<file path="src/core/capcom_pkg.sv">
// Shared constants and types of the dual time base capture/compare unit.
// Assumes a 32-bit classic Wishbone slave port with byte addresses.
package capcom_pkg;
    localparam int CH_N = 16;
    localparam int PIN_N = 12;
    localparam int PAIR_N = 8;
    // Register byte offsets
    localparam logic [7:0] OFF_TCTL = 8'h00;
    localparam logic [7:0] OFF_CNT1 = 8'h04;
    localparam logic [7:0] OFF_REL1 = 8'h08;
    localparam logic [7:0] OFF_CNT2 = 8'h0c;
    localparam logic [7:0] OFF_REL2 = 8'h10;
    localparam logic [7:0] OFF_FLAG = 8'h14;
    localparam logic [1:0] PAGE_VAL = 2'h1;
    localparam logic [1:0] PAGE_MODE = 2'h2;
    // Timer control fields
    localparam int TC_PRE1 = 0;
    localparam int TC_SRC1 = 3;
    localparam int TC_RUN1 = 5;
    localparam int TC_PRE2 = 8;
    localparam int TC_SRC2 = 11;
    localparam int TC_RUN2 = 13;
    localparam int TC_STAG = 15;
    // Channel mode fields
    localparam int CM_MODE = 0;
    localparam int CM_TSEL = 3;
    localparam int CM_SINGLE = 4;
    localparam int CM_DBL = 5;
    // Reset values and counts
    localparam logic [15:0] TCTL_RST = 16'h0000;
    localparam logic [15:0] CNT_RST = 16'h0000;
    localparam logic [15:0] REL_RST = 16'h0000;
    localparam logic [15:0] VAL_RST = 16'h0000;
    localparam logic [5:0] CMODE_RST = 6'h00;
    localparam logic [15:0] CNT_MAX = 16'hffff;
    localparam logic [2:0] STAG_LAST = 3'h7;
    typedef enum logic [2:0] {
        MODE_OFF, CAP_RISE, CAP_FALL, CAP_BOTH, CMP_M0, CMP_M1, CMP_M2, CMP_M3
    } mode_t;
    typedef enum logic [1:0] {SRC_PRESCALE, SRC_NEIGHBOUR, SRC_EXTERNAL, SRC_NONE} src_t;
endpackage

</file>
<file path="src/core/capcom_top.sv">
// Sixteen-channel capture/compare unit on two reloadable time bases.
// Assumes a classic Wishbone master on core_clk; pins are asynchronous.
//
// The register addresses and the Wishbone slave port were left to the implementer.
`timescale 1ns/1ps
// How it works
// - Sixteen capture/compare channels, one system clock resolution normally.
// - Staggered operation coarsens timing resolution to eight clock cycles.
// - Two independent 16-bit timers, each with its own reload register.
// - Timer clock chosen from prescaled divisions of system clock.
// - Timers may count overflows of the neighbouring timer instead.
// - First time base may count an external count input.
// - Each channel is allocated to first or second time base.
// - Each channel is set to capture or to compare.
// - Twelve channels own a pin: capture input or compare output.
// - Compare mode 0: match raises request only, many per period.
// - Compare mode 1: pin toggles on every match.
// - Compare mode 2: request only, at most one per period.
// - Compare mode 3: pin high on match, low on timer overflow.
// - Double register: two channels toggle one pin on either match.
// - Single event option gives one edge or pulse only.
// - Capture latches allocated timer on pin event and raises request.
// - Capture trigger is rising, falling or both edges.
// - Compare channels compare continuously; match triggers mode action.
module capcom_top (
    input wire logic core_clk, // System clock
    input wire logic rst, // Synchronous reset
    input wire logic cyc_i, // Wishbone cycle
    input wire logic stb_i, // Wishbone strobe
    input wire logic we_i, // Wishbone write
    input wire logic [7:0] adr_i, // Byte address
    input wire logic [3:0] sel_i, // Byte enables
    input wire logic [31:0] dat_i, // Write data
    output logic [31:0] dat_o, // Read data
    output logic ack_o, // Wishbone acknowledge
    input wire logic [11:0] capIn, // Channel pins in
    output logic [11:0] cmpOut, // Channel pins out
    output logic [11:0] cmpOe, // Channel pin enables
    input wire logic extCount, // External count pin
    input wire logic neighbourOvf, // Neighbour timer overflow
    output logic [15:0] chanReq // Channel request pulses
);
    typedef struct packed {
        logic ack;
        logic [31:0] rdat;
        logic [15:0] tctl;
        logic [15:0] flags;
        logic [15:0] req;
        logic [7:0] pre;
        logic [2:0] stag;
        logic [11:0] pin;
        logic [11:0] oe;
        logic [11:0] s1;
        logic [11:0] s2;
        logic [11:0] s3;
        logic [11:0] lvl;
        logic [2:0] xs;
        logic xl;
        logic [15:0][5:0] cmode;
    } state_t;
    state_t s_r, s_nxt;

    logic acc, wr, stagOn, step, tick1, tick2, ovf1, ovf2, xRise;
    logic [11:0] pRise, pFall;
    logic [15:0] cnt1, rel1, cnt2, rel2, mw;
    logic [15:0] fireW, evW, tglW, setW, clrW, modeWr, valWr, partnerW;
    logic [15:0][15:0] valW;

    // Merge byte lanes into a 16-bit register
    function automatic logic [15:0] lanes(input logic [15:0] o, input logic [31:0] d,
                                          input logic [3:0] s);
        lanes = {s[1] ? d[15:8] : o[15:8], s[0] ? d[7:0] : o[7:0]};
    endfunction

    // Tick once every 2^sel cycles
    function automatic logic preTick(input logic [7:0] pre, input logic [2:0] sel);
        logic [7:0] mask;
        mask = 8'((9'h001 << sel) - 9'h001);
        preTick = ((pre & mask) == mask);
    endfunction

    function automatic logic srcTick(input logic [1:0] src, input logic pt,
                                     input logic nb, input logic ext);
        case (capcom_pkg::src_t'(src))
            capcom_pkg::SRC_PRESCALE: srcTick = pt;
            capcom_pkg::SRC_NEIGHBOUR: srcTick = nb;
            capcom_pkg::SRC_EXTERNAL: srcTick = ext;
            default: srcTick = 1'b0;
        endcase
    endfunction

    assign acc = cyc_i && stb_i && !s_r.ack;
    assign wr = acc && we_i;
    assign stagOn = s_r.tctl[capcom_pkg::TC_STAG];
    assign step = !stagOn || (s_r.stag == capcom_pkg::STAG_LAST);

    // Debounced edges on the stable level of the synchronised pins
    assign pRise = (s_r.s2 ~^ s_r.s3) & s_r.s2 & ~s_r.lvl;
    assign pFall = (s_r.s2 ~^ s_r.s3) & ~s_r.s2 & s_r.lvl;
    assign xRise = (s_r.xs[1] == s_r.xs[2]) && s_r.xs[1] && !s_r.xl;

    assign tick1 = s_r.tctl[capcom_pkg::TC_RUN1]
        && srcTick(s_r.tctl[capcom_pkg::TC_SRC1 +: 2],
                   step && preTick(s_r.pre, s_r.tctl[capcom_pkg::TC_PRE1 +: 3]),
                   neighbourOvf, xRise);
    // Second time base has no external count input
    assign tick2 = s_r.tctl[capcom_pkg::TC_RUN2]
        && srcTick(s_r.tctl[capcom_pkg::TC_SRC2 +: 2],
                   step && preTick(s_r.pre, s_r.tctl[capcom_pkg::TC_PRE2 +: 3]),
                   neighbourOvf, 1'b0);

    cc_timer u_first_timebase (
        .core_clk(core_clk),
        .rst(rst),
        .tick(tick1),
        .wrCnt(wr && (adr_i == capcom_pkg::OFF_CNT1)),
        .wrRel(wr && (adr_i == capcom_pkg::OFF_REL1)),
        .wdat(lanes(adr_i == capcom_pkg::OFF_CNT1 ? cnt1 : rel1, dat_i, sel_i)),
        .cnt(cnt1),
        .rel(rel1),
        .ovf(ovf1)
    );

    cc_timer u_second_timebase (
        .core_clk(core_clk),
        .rst(rst),
        .tick(tick2),
        .wrCnt(wr && (adr_i == capcom_pkg::OFF_CNT2)),
        .wrRel(wr && (adr_i == capcom_pkg::OFF_REL2)),
        .wdat(lanes(adr_i == capcom_pkg::OFF_CNT2 ? cnt2 : rel2, dat_i, sel_i)),
        .cnt(cnt2),
        .rel(rel2),
        .ovf(ovf2)
    );

    generate
        for (genvar i = 0; i < capcom_pkg::CH_N; i++) begin : g_ch
            logic tsel;
            assign tsel = s_r.cmode[i][capcom_pkg::CM_TSEL];
            assign valWr[i] = wr && (adr_i[7:6] == capcom_pkg::PAGE_VAL)
                && (adr_i[5:2] == 4'(i));
            assign modeWr[i] = wr && (adr_i[7:6] == capcom_pkg::PAGE_MODE)
                && (adr_i[5:2] == 4'(i));
            if (i < capcom_pkg::PAIR_N) begin : g_pair
                assign partnerW[i] = s_r.cmode[i][capcom_pkg::CM_DBL]
                    && fireW[i + capcom_pkg::PAIR_N];
            end else begin : g_solo
                assign partnerW[i] = 1'b0;
            end
            cc_channel u_ch (
                .core_clk(core_clk),
                .rst(rst),
                .wrVal(valWr[i]),
                .wdat(lanes(valW[i], dat_i, sel_i)),
                .mode(s_r.cmode[i]),
                .modeWr(modeWr[i]),
                .tmrVal(tsel ? cnt2 : cnt1),
                .tmrOvf(tsel ? ovf2 : ovf1),
                .cmpEn(!stagOn || (s_r.stag == 3'(i))),
                .rise(i < capcom_pkg::PIN_N ? pRise[i % capcom_pkg::PIN_N] : 1'b0),
                .fall(i < capcom_pkg::PIN_N ? pFall[i % capcom_pkg::PIN_N] : 1'b0),
                .partner(partnerW[i]),
                .val(valW[i]),
                .fire(fireW[i]),
                .event_o(evW[i]),
                .tgl(tglW[i]),
                .setPin(setW[i]),
                .clrPin(clrW[i])
            );
        end
    endgenerate

    always_comb begin
        mw = 16'h0000;
        s_nxt = s_r;
        s_nxt.ack = acc;
        s_nxt.rdat = 32'h0000_0000;
        s_nxt.pre = s_r.pre + 8'h01;
        s_nxt.stag = s_r.stag + 3'h1;
        s_nxt.s1 = capIn;
        s_nxt.s2 = s_r.s1;
        s_nxt.s3 = s_r.s2;
        s_nxt.lvl = (s_r.s2 & ~(s_r.s2 ^ s_r.s3)) | (s_r.lvl & (s_r.s2 ^ s_r.s3));
        s_nxt.xs = {s_r.xs[1:0], extCount};
        if (s_r.xs[1] == s_r.xs[2]) begin
            s_nxt.xl = s_r.xs[1];
        end
        // Read data
        if (acc && !we_i) begin
            case (adr_i[7:6])
                capcom_pkg::PAGE_VAL: s_nxt.rdat = {16'h0000, valW[adr_i[5:2]]};
                capcom_pkg::PAGE_MODE: s_nxt.rdat = {26'h0, s_r.cmode[adr_i[5:2]]};
                default: begin
                    case (adr_i)
                        capcom_pkg::OFF_TCTL: s_nxt.rdat = {16'h0000, s_r.tctl};
                        capcom_pkg::OFF_CNT1: s_nxt.rdat = {16'h0000, cnt1};
                        capcom_pkg::OFF_REL1: s_nxt.rdat = {16'h0000, rel1};
                        capcom_pkg::OFF_CNT2: s_nxt.rdat = {16'h0000, cnt2};
                        capcom_pkg::OFF_REL2: s_nxt.rdat = {16'h0000, rel2};
                        capcom_pkg::OFF_FLAG: s_nxt.rdat = {16'h0000, s_r.flags};
                        default: s_nxt.rdat = 32'h0000_0000;
                    endcase
                end
            endcase
        end
        // Writes
        if (wr && (adr_i == capcom_pkg::OFF_TCTL)) begin
            s_nxt.tctl = lanes(s_r.tctl, dat_i, sel_i);
        end
        for (int i = 0; i < capcom_pkg::CH_N; i++) begin
            if (modeWr[i]) begin
                mw = lanes({10'h000, s_r.cmode[i]}, dat_i, sel_i);
                s_nxt.cmode[i] = mw[5:0];
            end
        end
        // Write one clears; a new event wins
        s_nxt.flags = s_r.flags;
        if (wr && (adr_i == capcom_pkg::OFF_FLAG)) begin
            s_nxt.flags = s_r.flags & ~lanes(16'h0000, dat_i, sel_i);
        end
        s_nxt.flags = s_nxt.flags | evW;
        s_nxt.req = evW;
        // Pin actions; setting wins over clearing
        for (int i = 0; i < capcom_pkg::PIN_N; i++) begin
            if (setW[i]) begin
                s_nxt.pin[i] = 1'b1;
            end else if (clrW[i]) begin
                s_nxt.pin[i] = 1'b0;
            end else if (tglW[i]) begin
                s_nxt.pin[i] = !s_r.pin[i];
            end
            s_nxt.oe[i] = (s_r.cmode[i][2:0] == 3'(capcom_pkg::CMP_M1))
                || (s_r.cmode[i][2:0] == 3'(capcom_pkg::CMP_M3))
                || s_r.cmode[i][capcom_pkg::CM_DBL];
        end
    end

    always_ff @(posedge core_clk) begin
        if (rst) begin
            s_r <= '0;
            s_r.tctl <= capcom_pkg::TCTL_RST;
        end else begin
            s_r <= s_nxt;
        end
    end

    assign ack_o = s_r.ack;
    assign dat_o = s_r.rdat;
    assign cmpOut = s_r.pin;
    assign cmpOe = s_r.oe;
    assign chanReq = s_r.req;
endmodule // capcom_top

</file>
<file path="src/core/cc_channel.sv">
// One capture/compare channel register with its mode logic.
// Assumes edges are already synchronised and timer inputs are selected.
`timescale 1ns/1ps
module cc_channel (
    input wire logic core_clk, // System clock
    input wire logic rst, // Synchronous reset
    input wire logic wrVal, // Bus write of value
    input wire logic [15:0] wdat, // Write data
    input wire logic [5:0] mode, // Mode field
    input wire logic modeWr, // Mode field written
    input wire logic [15:0] tmrVal, // Allocated timer
    input wire logic tmrOvf, // Allocated timer overflow
    input wire logic cmpEn, // Compare slot
    input wire logic rise, // Pin rising edge
    input wire logic fall, // Pin falling edge
    input wire logic partner, // Partner match
    output logic [15:0] val, // Register value
    output logic fire, // Compare event
    output logic event_o, // Request event
    output logic tgl, // Toggle pin
    output logic setPin, // Drive pin high
    output logic clrPin // Drive pin low
);
    typedef struct packed {
        logic [15:0] val;
        logic seen;
        logic armed;
        logic done;
    } cstate_t;
    cstate_t s_r, s_nxt;
    capcom_pkg::mode_t m;
    logic isCmp, eq, hitRaw, once, capEv;

    always_comb begin
        m = capcom_pkg::mode_t'(mode[capcom_pkg::CM_MODE +: 3]);
        isCmp = (m >= capcom_pkg::CMP_M0);
        eq = (s_r.val == tmrVal);
        hitRaw = isCmp && cmpEn && eq && !s_r.seen;
        once = (m == capcom_pkg::CMP_M2) || (m == capcom_pkg::CMP_M3);
        fire = hitRaw && !s_r.done && (!once || s_r.armed);
        capEv = (((m == capcom_pkg::CAP_RISE) || (m == capcom_pkg::CAP_BOTH)) && rise)
            || (((m == capcom_pkg::CAP_FALL) || (m == capcom_pkg::CAP_BOTH)) && fall);
        event_o = fire || capEv;
        tgl = (fire && ((m == capcom_pkg::CMP_M1) || mode[capcom_pkg::CM_DBL]))
            || partner;
        setPin = fire && (m == capcom_pkg::CMP_M3);
        clrPin = tmrOvf && (m == capcom_pkg::CMP_M3);
        s_nxt = s_r;
        s_nxt.seen = eq && (s_r.seen || hitRaw);
        if (wrVal) begin
            s_nxt.val = wdat;
        end else if (capEv) begin
            s_nxt.val = tmrVal;
        end
        if (modeWr || tmrOvf) begin
            s_nxt.armed = 1'b1;
        end else if (fire && once) begin
            s_nxt.armed = 1'b0;
        end
        if (modeWr) begin
            s_nxt.done = 1'b0;
        end else if (fire && mode[capcom_pkg::CM_SINGLE]) begin
            s_nxt.done = 1'b1;
        end
    end

    assign val = s_r.val;

    always_ff @(posedge core_clk) begin
        if (rst) begin
            s_r <= {capcom_pkg::VAL_RST, 1'b0, 1'b1, 1'b0};
        end else begin
            s_r <= s_nxt;
        end
    end
endmodule // cc_channel

</file>
<file path="src/core/cc_timer.sv">
// One reloadable 16-bit time base.
// Assumes tick is a single-cycle advance strobe from the same clock.
`timescale 1ns/1ps
module cc_timer (
    input wire logic core_clk, // System clock
    input wire logic rst, // Synchronous reset
    input wire logic tick, // Advance by one
    input wire logic wrCnt, // Load count
    input wire logic wrRel, // Load reload
    input wire logic [15:0] wdat, // Write data
    output logic [15:0] cnt, // Current count
    output logic [15:0] rel, // Reload value
    output logic ovf // Overflow this cycle
);
    typedef struct packed {
        logic [15:0] cnt;
        logic [15:0] rel;
    } tstate_t;
    tstate_t s_r, s_nxt;

    assign cnt = s_r.cnt;
    assign rel = s_r.rel;
    assign ovf = tick && (s_r.cnt == capcom_pkg::CNT_MAX);

    always_comb begin
        s_nxt = s_r;
        if (wrRel) begin
            s_nxt.rel = wdat;
        end
        if (wrCnt) begin
            s_nxt.cnt = wdat;
        end else if (ovf) begin
            s_nxt.cnt = s_r.rel;
        end else if (tick) begin
            s_nxt.cnt = s_r.cnt + 16'h0001;
        end
    end

    always_ff @(posedge core_clk) begin
        if (rst) begin
            s_r <= {capcom_pkg::CNT_RST, capcom_pkg::REL_RST};
        end else begin
            s_r <= s_nxt;
        end
    end
endmodule // cc_timer

</file>
<file path="config.mk">
export PLATFORM = sky130hd
export DESIGN_NAME = capcom_top
export DESIGN_NICKNAME = d
export VERILOG_FILES = /design/src/core/capcom_pkg.sv /design/src/core/capcom_top.sv /design/src/core/cc_channel.sv /design/src/core/cc_timer.sv
export SDC_FILE = /design/constraint.sdc
export NUM_CORES = 2
export LEC_CHECK = 0
export ABC_AREA = 0
export BUFFER_PORTS_ARGS = -buffer_cell sky130_fd_sc_hd__buf_4
export CAP_MARGIN = 20
export CORE_ASPECT_RATIO = 1.5
export CORE_MARGIN = 8
export CORE_UTILIZATION = 55
export DETAILED_ROUTE_END_ITERATION = 7
export PLACE_DENSITY = 0.81
export SYNTH_ARGS = -nofsm -noshare
export SYNTH_HDL_FRONTEND = slang
export SYNTH_SLANG_ARGS = --single-unit
</file>
<file path="constraint.sdc">
create_clock -name core_clk -period 5.4 [get_ports core_clk]
set_input_delay 0.54 -clock core_clk [delete_from_list [all_inputs] [get_ports core_clk]]
set_output_delay 0.54 -clock core_clk [all_outputs]
set_load 0.02 [all_outputs]
</file>
; Word level (Yosys, flattened, before mapping)
; Cells that the tools add are included.
[op_classes]
n_eq_ne = 157
n_reduce_logical = 590
muxes = 117
bitwise_logic = 18
order_cmp = 17
shift = 2
n_addsub = 6
[op_table]
columns = op, n
row1 = 16-bit 2-to-1 mux, 50
row2 = 16-bit equality test, 16
row3 = 1-bit logical AND, 248
row4 = 1-bit logical OR, 164
row5 = "3-bit equality test, second input constant", 48
row6 = 2-bit AND reduction, 50
row7 = 16-bit case mux with 6 select lines, 1
row8 = "3-bit by 2-bit equality test with 1-bit output, second input constant", 26
row9 = 12-bit bitwise AND, 6
row10 = 2-bit OR reduction, 33
row11 = 16-bit binary-select mux with 4-bit select, 1
row12 = 1-bit logical NOT, 64
row13 = 8-bit 2-to-1 mux, 8
row14 = 1-bit 2-to-1 mux, 52
row15 = "3-bit greater-or-equal comparator, second input constant", 16
row16 = "2-bit inequality test, second input constant", 24
row17 = 3-bit nonzero test, 14
row18 = "3-bit by 1-bit equality test with 1-bit output, second input constant", 13
row19 = 12-bit inverter, 3
row20 = "16-bit by 1-bit adder with 16-bit output, second input constant", 2
row21 = "16-bit equality test, second input constant", 2
row22 = "4-bit equality test, second input constant", 8
row23 = 16-bit case mux with 2 select lines, 1
row24 = 6-bit binary-select mux with 4-bit select, 1
row25 = other kinds (31), 56
[totals]
word_cells = 1034
ff_bits = 632
output_inout_bits = 73

; Depth between registers and ports, before layout
[logic_depth]
word_depth = 12
ltp_mapped = 13
depth_no_buf = 11

; Modules after synthesis
; From an unflattened synthesis, not the netlist that was laid out.
[hier_totals]
cells_unflattened = 5433
area_unflattened_um2 = 42819.8
[modules_own_cells]
columns = module, seq_area_each_um2, area_each_um2, cells_per_inst, instances
row1 = capcom_top, 4944.7, 19990.4, 2549, 1
row2 = cc_channel, 380.4, 1208.7, 155, 16
row3 = cc_timer, 640.6, 1745.4, 202, 2

; Worst setup path before layout
; Ideal clock, no wire load.
[synth_path]
path_kind = input to register
startpoint = input adr_i[2]
endpoint = register s_r, in the netlist dat_o[1]
setup_time_ns = 0.126
t_arrival_ns = 2.606
n_path_buf = 3
path_slack_ns = 2.668
stages = 7
cell_sequence = clkbuf_1 buf_1 buf_2 mux4_2 mux4_2 a22oi_1 a21oi_1
[synth_via]
elab_chain_cells = 3
word_cells_on_any_way = 12
cone_classes = 5 x eq/ne / 6 x mux / 1 x reduce/logical
[synth_lines]
columns = element, line_no
row1 = start: declaration, capcom_top.sv:31  ; input wire logic [7:0] adr_i,
row2 = 6-bit binary-select mux with 4-bit select (tied with other cells), capcom_top.sv:192  ; capcom_pkg::PAGE_MODE: s_nxt.rdat = {26'h0, s_r.cmode[adr_i[5:2]]};
row3 = 6-bit 2-to-1 mux (implied by the code) (tied with other cells), capcom_top.sv:192
row4 = 16-bit case mux with 2 select lines *, capcom_top.sv:190  ; case (adr_i[7:6])
row5 = end signal: assignment, capcom_top.sv:243  ; s_r <= s_nxt;
row6 = end: declaration, capcom_top.sv:61  ; state_t s_r, s_nxt;
; Every way passes the cells marked *; elsewhere a longest branch is shown, timed or not. The select of a mux whose other input is x is not followed.
; A chain may end at the register's enable or synchronous reset.

; Final worst setup path
[layout_path]
startpoint = register s_r, in the netlist g_ch[7].tsel
endpoint = register s_r[206] (netlist bit)
[layout_via]
elab_chain_cells = 8
[layout_lines]
columns = element, line_no
row1 = 16-bit 2-to-1 mux, capcom_top.sv:157  ; .tmrVal(tsel ? cnt2 : cnt1),
row2 = 16-bit equality test, cc_channel.sv:37  ; eq = (s_r.val == tmrVal);
row3 = 1-bit logical AND (2 in a row), cc_channel.sv:38  ; hitRaw = isCmp && cmpEn && eq && !s_r.seen;
row4 = 1-bit logical AND (2 in a row), cc_channel.sv:40  ; fire = hitRaw && !s_r.done && (!once || s_r.armed);
row5 = 1-bit logical OR, cc_channel.sv:43  ; event_o = fire || capEv;
row6 = 16-bit OR, capcom_top.sv:221  ; s_nxt.flags = s_nxt.flags | evW;
; Every way passes these cells.

==> flow_summary.rst <==
.. list-table::
   :header-rows: 1

   * - Metric
     - Value
   * - Worst-path fanout max
     - 11
   * - Routed WL per cell
     - 28.1 um
   * - Final max-slew violation count
     - 0
   * - Clock tree sinks
     - between 600 and 700
   * - Fraction of power consumed by combinational cells
     - 0.047
   * - Worst-case hold path end point
     - s_nxt[126]
   * - Part of the power in the clock network
     - 0.469
   * - Wire length of the first global-routing pass
     - approximately 210000 um
   * - Net Sw Frac
     - 0.243
   * - Ports placed on the boundary
     - 136
   * - Arrival time reported for the critical path endpoint
     - approximately 5.3 ns
   * - Die outline width
     - 224 um
   * - Final-report hold violation count
     - 0
   * - Cells after Synth
     - 4243
   * - Dominant cells by area after synthesis
     - sky130_fd_sc_hd__dfxtp_1 34%, sky130_fd_sc_hd__mux2i_1 11%, sky130_fd_sc_hd__nor2_1 7.6%
   * - Int Power
     - about 7.1 mW
   * - Path depth of the worst reg2reg path
     - 7
   * - Max Cap Viol
     - 0
   * - Share of the yosys chip area belonging to registers
     - 0.344
   * - Area share of the largest cell type after synthesis
     - 0.344
   * - Hold Path Origin
     - capIn[2]
   * - Status
     - complete, no violations
   * - Register bit total from synthesis
     - roughly 600
   * - R2R Setup Slk
     - between 0.7 and 0.8 ns
   * - Avg Vias per Cell
     - 6.75
   * - Deepest level of the CTS H-tree
     - 2
   * - Post-route DRC violation count
     - 0
   * - Critical R2R Launch
     - g_ch[7].tsel
   * - Post-synthesis cell area
     - 35800 um2
   * - Element type at the critical path start
     - flip-flop
   * - Die area
     - approximately 74000 um2
   * - GRT Resource Usage Total
     - 0.373
   * - Area after DPL
     - roughly 37000 um2
   * - Crit. End Element
     - flip-flop
   * - Final setup vio count
     - 0
   * - Fraction of final layout cells with drive strength greater than 1
     - 0.114
   * - Slew Limit Headroom
     - 0.148
   * - Worst-skew pair later-pin latency
     - approximately 0.69 ns
   * - Fin crit share
     - 0.865
   * - Min Tclk post-route
     - around 4.7 ns
   * - Hold-critical path depth
     - 2
   * - Number of antenna violations at the first check in global routing
     - 12
   * - Number of post-CTS setup repair buffers
     - 0
   * - Number of buffers created by CTS
     - 57
   * - Vertical die dimension
     - 328 um
   * - Number of gates given a new drive strength after cts
     - 0
   * - Count of vias placed by the detailed router
     - 34.1k
   * - Count of flip-flops with a built-in enable after synthesis
     - 0
   * - Part of the power in registers
     - 0.484
   * - Maximum clock rate
     - about 0.21 GHz
   * - Leftover overflow at the end of global routing
     - 0
   * - Setup repair after global routing missed its margin
     - no
   * - Synth async-reset ratio
     - 0
   * - Count of yosys warnings during synthesis
     - 0
   * - Number of placement rows
     - roughly 110
   * - CTS tree
     - built
   * - Drt total wl
     - 142000 um
   * - Post-synth top area cell
     - sky130_fd_sc_hd__dfxtp_1
   * - Master cell of the clock root buffer
     - sky130_fd_sc_hd__clkbuf_16
   * - Summed negative setup slack over all endpoints
     - 0 ns
   * - Remaining number of nets flagged by the antenna check after routing
     - 0
   * - Via count of the first global-routing pass
     - between 30k and 40k
   * - Post-CTS clock slew at the launch and capture registers of the worst setup and hold paths
     - roughly 0.070 ns
   * - Syn-to-layout area delta
     - 8.79%
   * - Final net count
     - about 4.2k
   * - Number of distinct library cell variants in the gate-level netlist after synthesis
     - 64
   * - Initial DRC Count
     - roughly 5.2k
   * - Critical path class
     - reg2reg
   * - Final standard cell area without fillers
     - a little under 40000 um2
   * - Maximum number of pins on one net before global-route repair
     - 218
   * - Worst vdd ir
     - 0.000295 V
   * - Port Buffers
     - slightly above 100
   * - Hold bufs inserted after CTS
     - 0
   * - Worst min path class
     - in2reg
   * - Sum of net half-perimeters after detailed placement
     - between 90000 and 100000 um
   * - Power spent charging and discharging nets
     - 2.29 mW
   * - Final Wtd Congestion
     - approximately 1.1
   * - CTS max path bufs
     - 3
   * - Final Skew
     - around 0.042 ns
   * - CORE AREA
     - ~64000 um2
   * - Synth Flop Type
     - sky130_fd_sc_hd__dfxtp_1
   * - TritonRoute pass-1 iters
     - 6
   * - Syn_area_per_cell
     - 8.43 um2
   * - Data required time of the worst path
     - approximately 6.0 ns
   * - Cell leakage power
     - 12.7 nW
   * - Power Density
     - about 240 nW/um2
   * - Least-Margin Pin Slew
     - around 1.3 ns
   * - Worst flop-to-flop path endpoint
     - s_r[206]
   * - Effective utilization at floorplan
     - 0.556
-- routing by layer --
| metal | track usage | part of all wire | vias to the layer above |
|---|---|---|---|
| met2 | 0.575 | 0.43 | 2619 |
| li1 | - | - | 14700 |
| met3 | 0.105 | 0.13 | 862 |
| met4 | 0.351 | 0.12 | 8 |
| met5 | 0 | 0.00038 | - |
| met1 | 0.410 | 0.32 | 15900 |
-- worst max-delay path: stages (launching register included) --
cell	delay, ns
sky130_fd_sc_hd__dfxtp_1	0.92
sky130_fd_sc_hd__mux2i_1	0.66
sky130_fd_sc_hd__xnor2_1	0.18
sky130_fd_sc_hd__nor4_1	0.55
sky130_fd_sc_hd__nand4_1	0.53
sky130_fd_sc_hd__or3_1	0.55
sky130_fd_sc_hd__a21oi_1	0.95
sky130_fd_sc_hd__a31o_2	0.21
-- through the flow --
stage	instances	power [mW]	util	setup slack (ns)	hold slack, ns
2_1_floorplan	4258	4.94	-	2.67	0.414
3_3_place_gp	4924	5.08	0.570	1.22	0.423
3_5_place_dp	4928	5.09	0.570	1.25	0.427
4_1_cts	5035	9.39	0.602	1.20	0.0713
5_1_grt	5048	9.61	0.604	0.821	0.0680
6_report	5055	9.43	0.605	0.728	0.0665
-- worst max path at each step --
stage / from / end / slack [ns] / cells after the start
floorplan: adr_i[2] / dat_o[1] / 2.67 / 7
global placement: g_ch[7].tsel / s_r[206] / 1.22 / 7
detailed placement: g_ch[7].tsel / s_r[206] / 1.25 / 7
CTS: g_ch[7].tsel / s_r[206] / 1.20 / 7
global route: g_ch[7].tsel / s_r[206] / 0.82 / 7
finish: g_ch[7].tsel / s_r[206] / 0.73 / 7
-- flip-flops by register name, summed over array words and instances, names as in the netlist, 16 cells and up, named ones only --
| name | flops |
|---|---|
| u_second_timebase.cnt | 16 |
| u_second_timebase.rel | 16 |
| chanReq | 16 |
| dat_o | 16 |
| s_r | 136 |
| u_first_timebase.cnt | 16 |
| g_ch.u_ch.val | 256 |
| g_ch.tsel | 16 |
| u_first_timebase.rel | 16 |
| s_nxt | 26 |
| g_ch.u_ch.s_r | 48 |
-- kinds of logic after synthesis --
logic type	after synthesis	share of synthesized area
xor gates and xnor gates	281	0.0688
other	1	0.000105
adders and majority gates	39	0.0136
and+or+nand+nor	1413	0.176
AOI/OAI and AO/OA	894	0.155
DFF	615	0.344
muxes	510	0.181
buffers and inverters	490	0.0615
-- cell type report --
cell class              instances  area [um2]
multi-input cells            3153       21300
flip-flops and latches        615       12300
fillers                      5423       25400
diodes                          8        20.0
clock inverters                25         318
repair buffers                236        1890
inverters                      66         248
well taps                     870        1090
clock buffers                  82        1700
-- power by group through the flow --
stage	Sequential [mW]	Clock (mW)	Combinational, mW
after floorplan	4.67	0	0.275
after global placement	4.67	0	0.413
after detailed placement	4.67	0	0.417
after CTS	4.57	4.41	0.418
after global routing	4.57	4.59	0.450
final	4.57	4.42	0.440
-- placed cells by master, fill, tap and decap left out, types with 7 or more instances in the layout --
cell type and instances:
sky130_fd_sc_hd__ha_1 39, sky130_fd_sc_hd__a211oi_1 231, sky130_fd_sc_hd__nand4_1 25, sky130_fd_sc_hd__buf_4 224, sky130_fd_sc_hd__nor3_1 49, sky130_fd_sc_hd__or3_1 13, sky130_fd_sc_hd__conb_1 16, sky130_fd_sc_hd__or4_1 9
sky130_fd_sc_hd__a21oi_1 418, sky130_fd_sc_hd__clkbuf_1 7, sky130_fd_sc_hd__a31oi_1 12, sky130_fd_sc_hd__nand2b_1 33, sky130_fd_sc_hd__nand2_1 240, sky130_fd_sc_hd__o22ai_1 9, sky130_fd_sc_hd__o21a_1 10, sky130_fd_sc_hd__nor2_1 719
sky130_fd_sc_hd__and3_1 16, sky130_fd_sc_hd__a32oi_1 7, sky130_fd_sc_hd__nor2b_1 50, sky130_fd_sc_hd__xnor2_1 266, sky130_fd_sc_hd__clkbuf_8 18, sky130_fd_sc_hd__nor4_1 80, sky130_fd_sc_hd__a221oi_1 10, sky130_fd_sc_hd__o21ai_0 80
sky130_fd_sc_hd__mux4_2 110, sky130_fd_sc_hd__xor2_1 15, sky130_fd_sc_hd__nand3_1 126, sky130_fd_sc_hd__inv_1 65, sky130_fd_sc_hd__dfxtp_1 615, sky130_fd_sc_hd__clkinv_2 10, sky130_fd_sc_hd__o211ai_1 12, sky130_fd_sc_hd__a22oi_1 51
sky130_fd_sc_hd__a31o_2 13, sky130_fd_sc_hd__diode_2 8, sky130_fd_sc_hd__clkbuf_16 57, sky130_fd_sc_hd__nor3b_1 9, sky130_fd_sc_hd__mux2i_1 397, sky130_fd_sc_hd__and2_1 17, sky130_fd_sc_hd__nand3b_1 9
-- synthesized netlist by cell type (all sizes together) (5+ instances only) --
cell	instances
inv	65
o21ai	80
nor3b	9
xnor2	266
a22oi	51
nand3b	9
a31o	13
or4	9
ha	39
and2	17
a21oi	419
nor4	80
buf	153
nor2b	50
or3	13
a21o	5
nand2	240
nand3	126
nand4	25
mux4	110
nand2b	33
a41oi	6
nor3	54
a211oi	231
xor2	15
dfxtp	615
o22ai	9
a31oi	12
and3	17
o211ai	12
clkbuf	271
a221oi	10
a311oi	5
o21a	10
mux2i	397
nor2	721
a32oi	7
(Power assumes the default switching activity.)
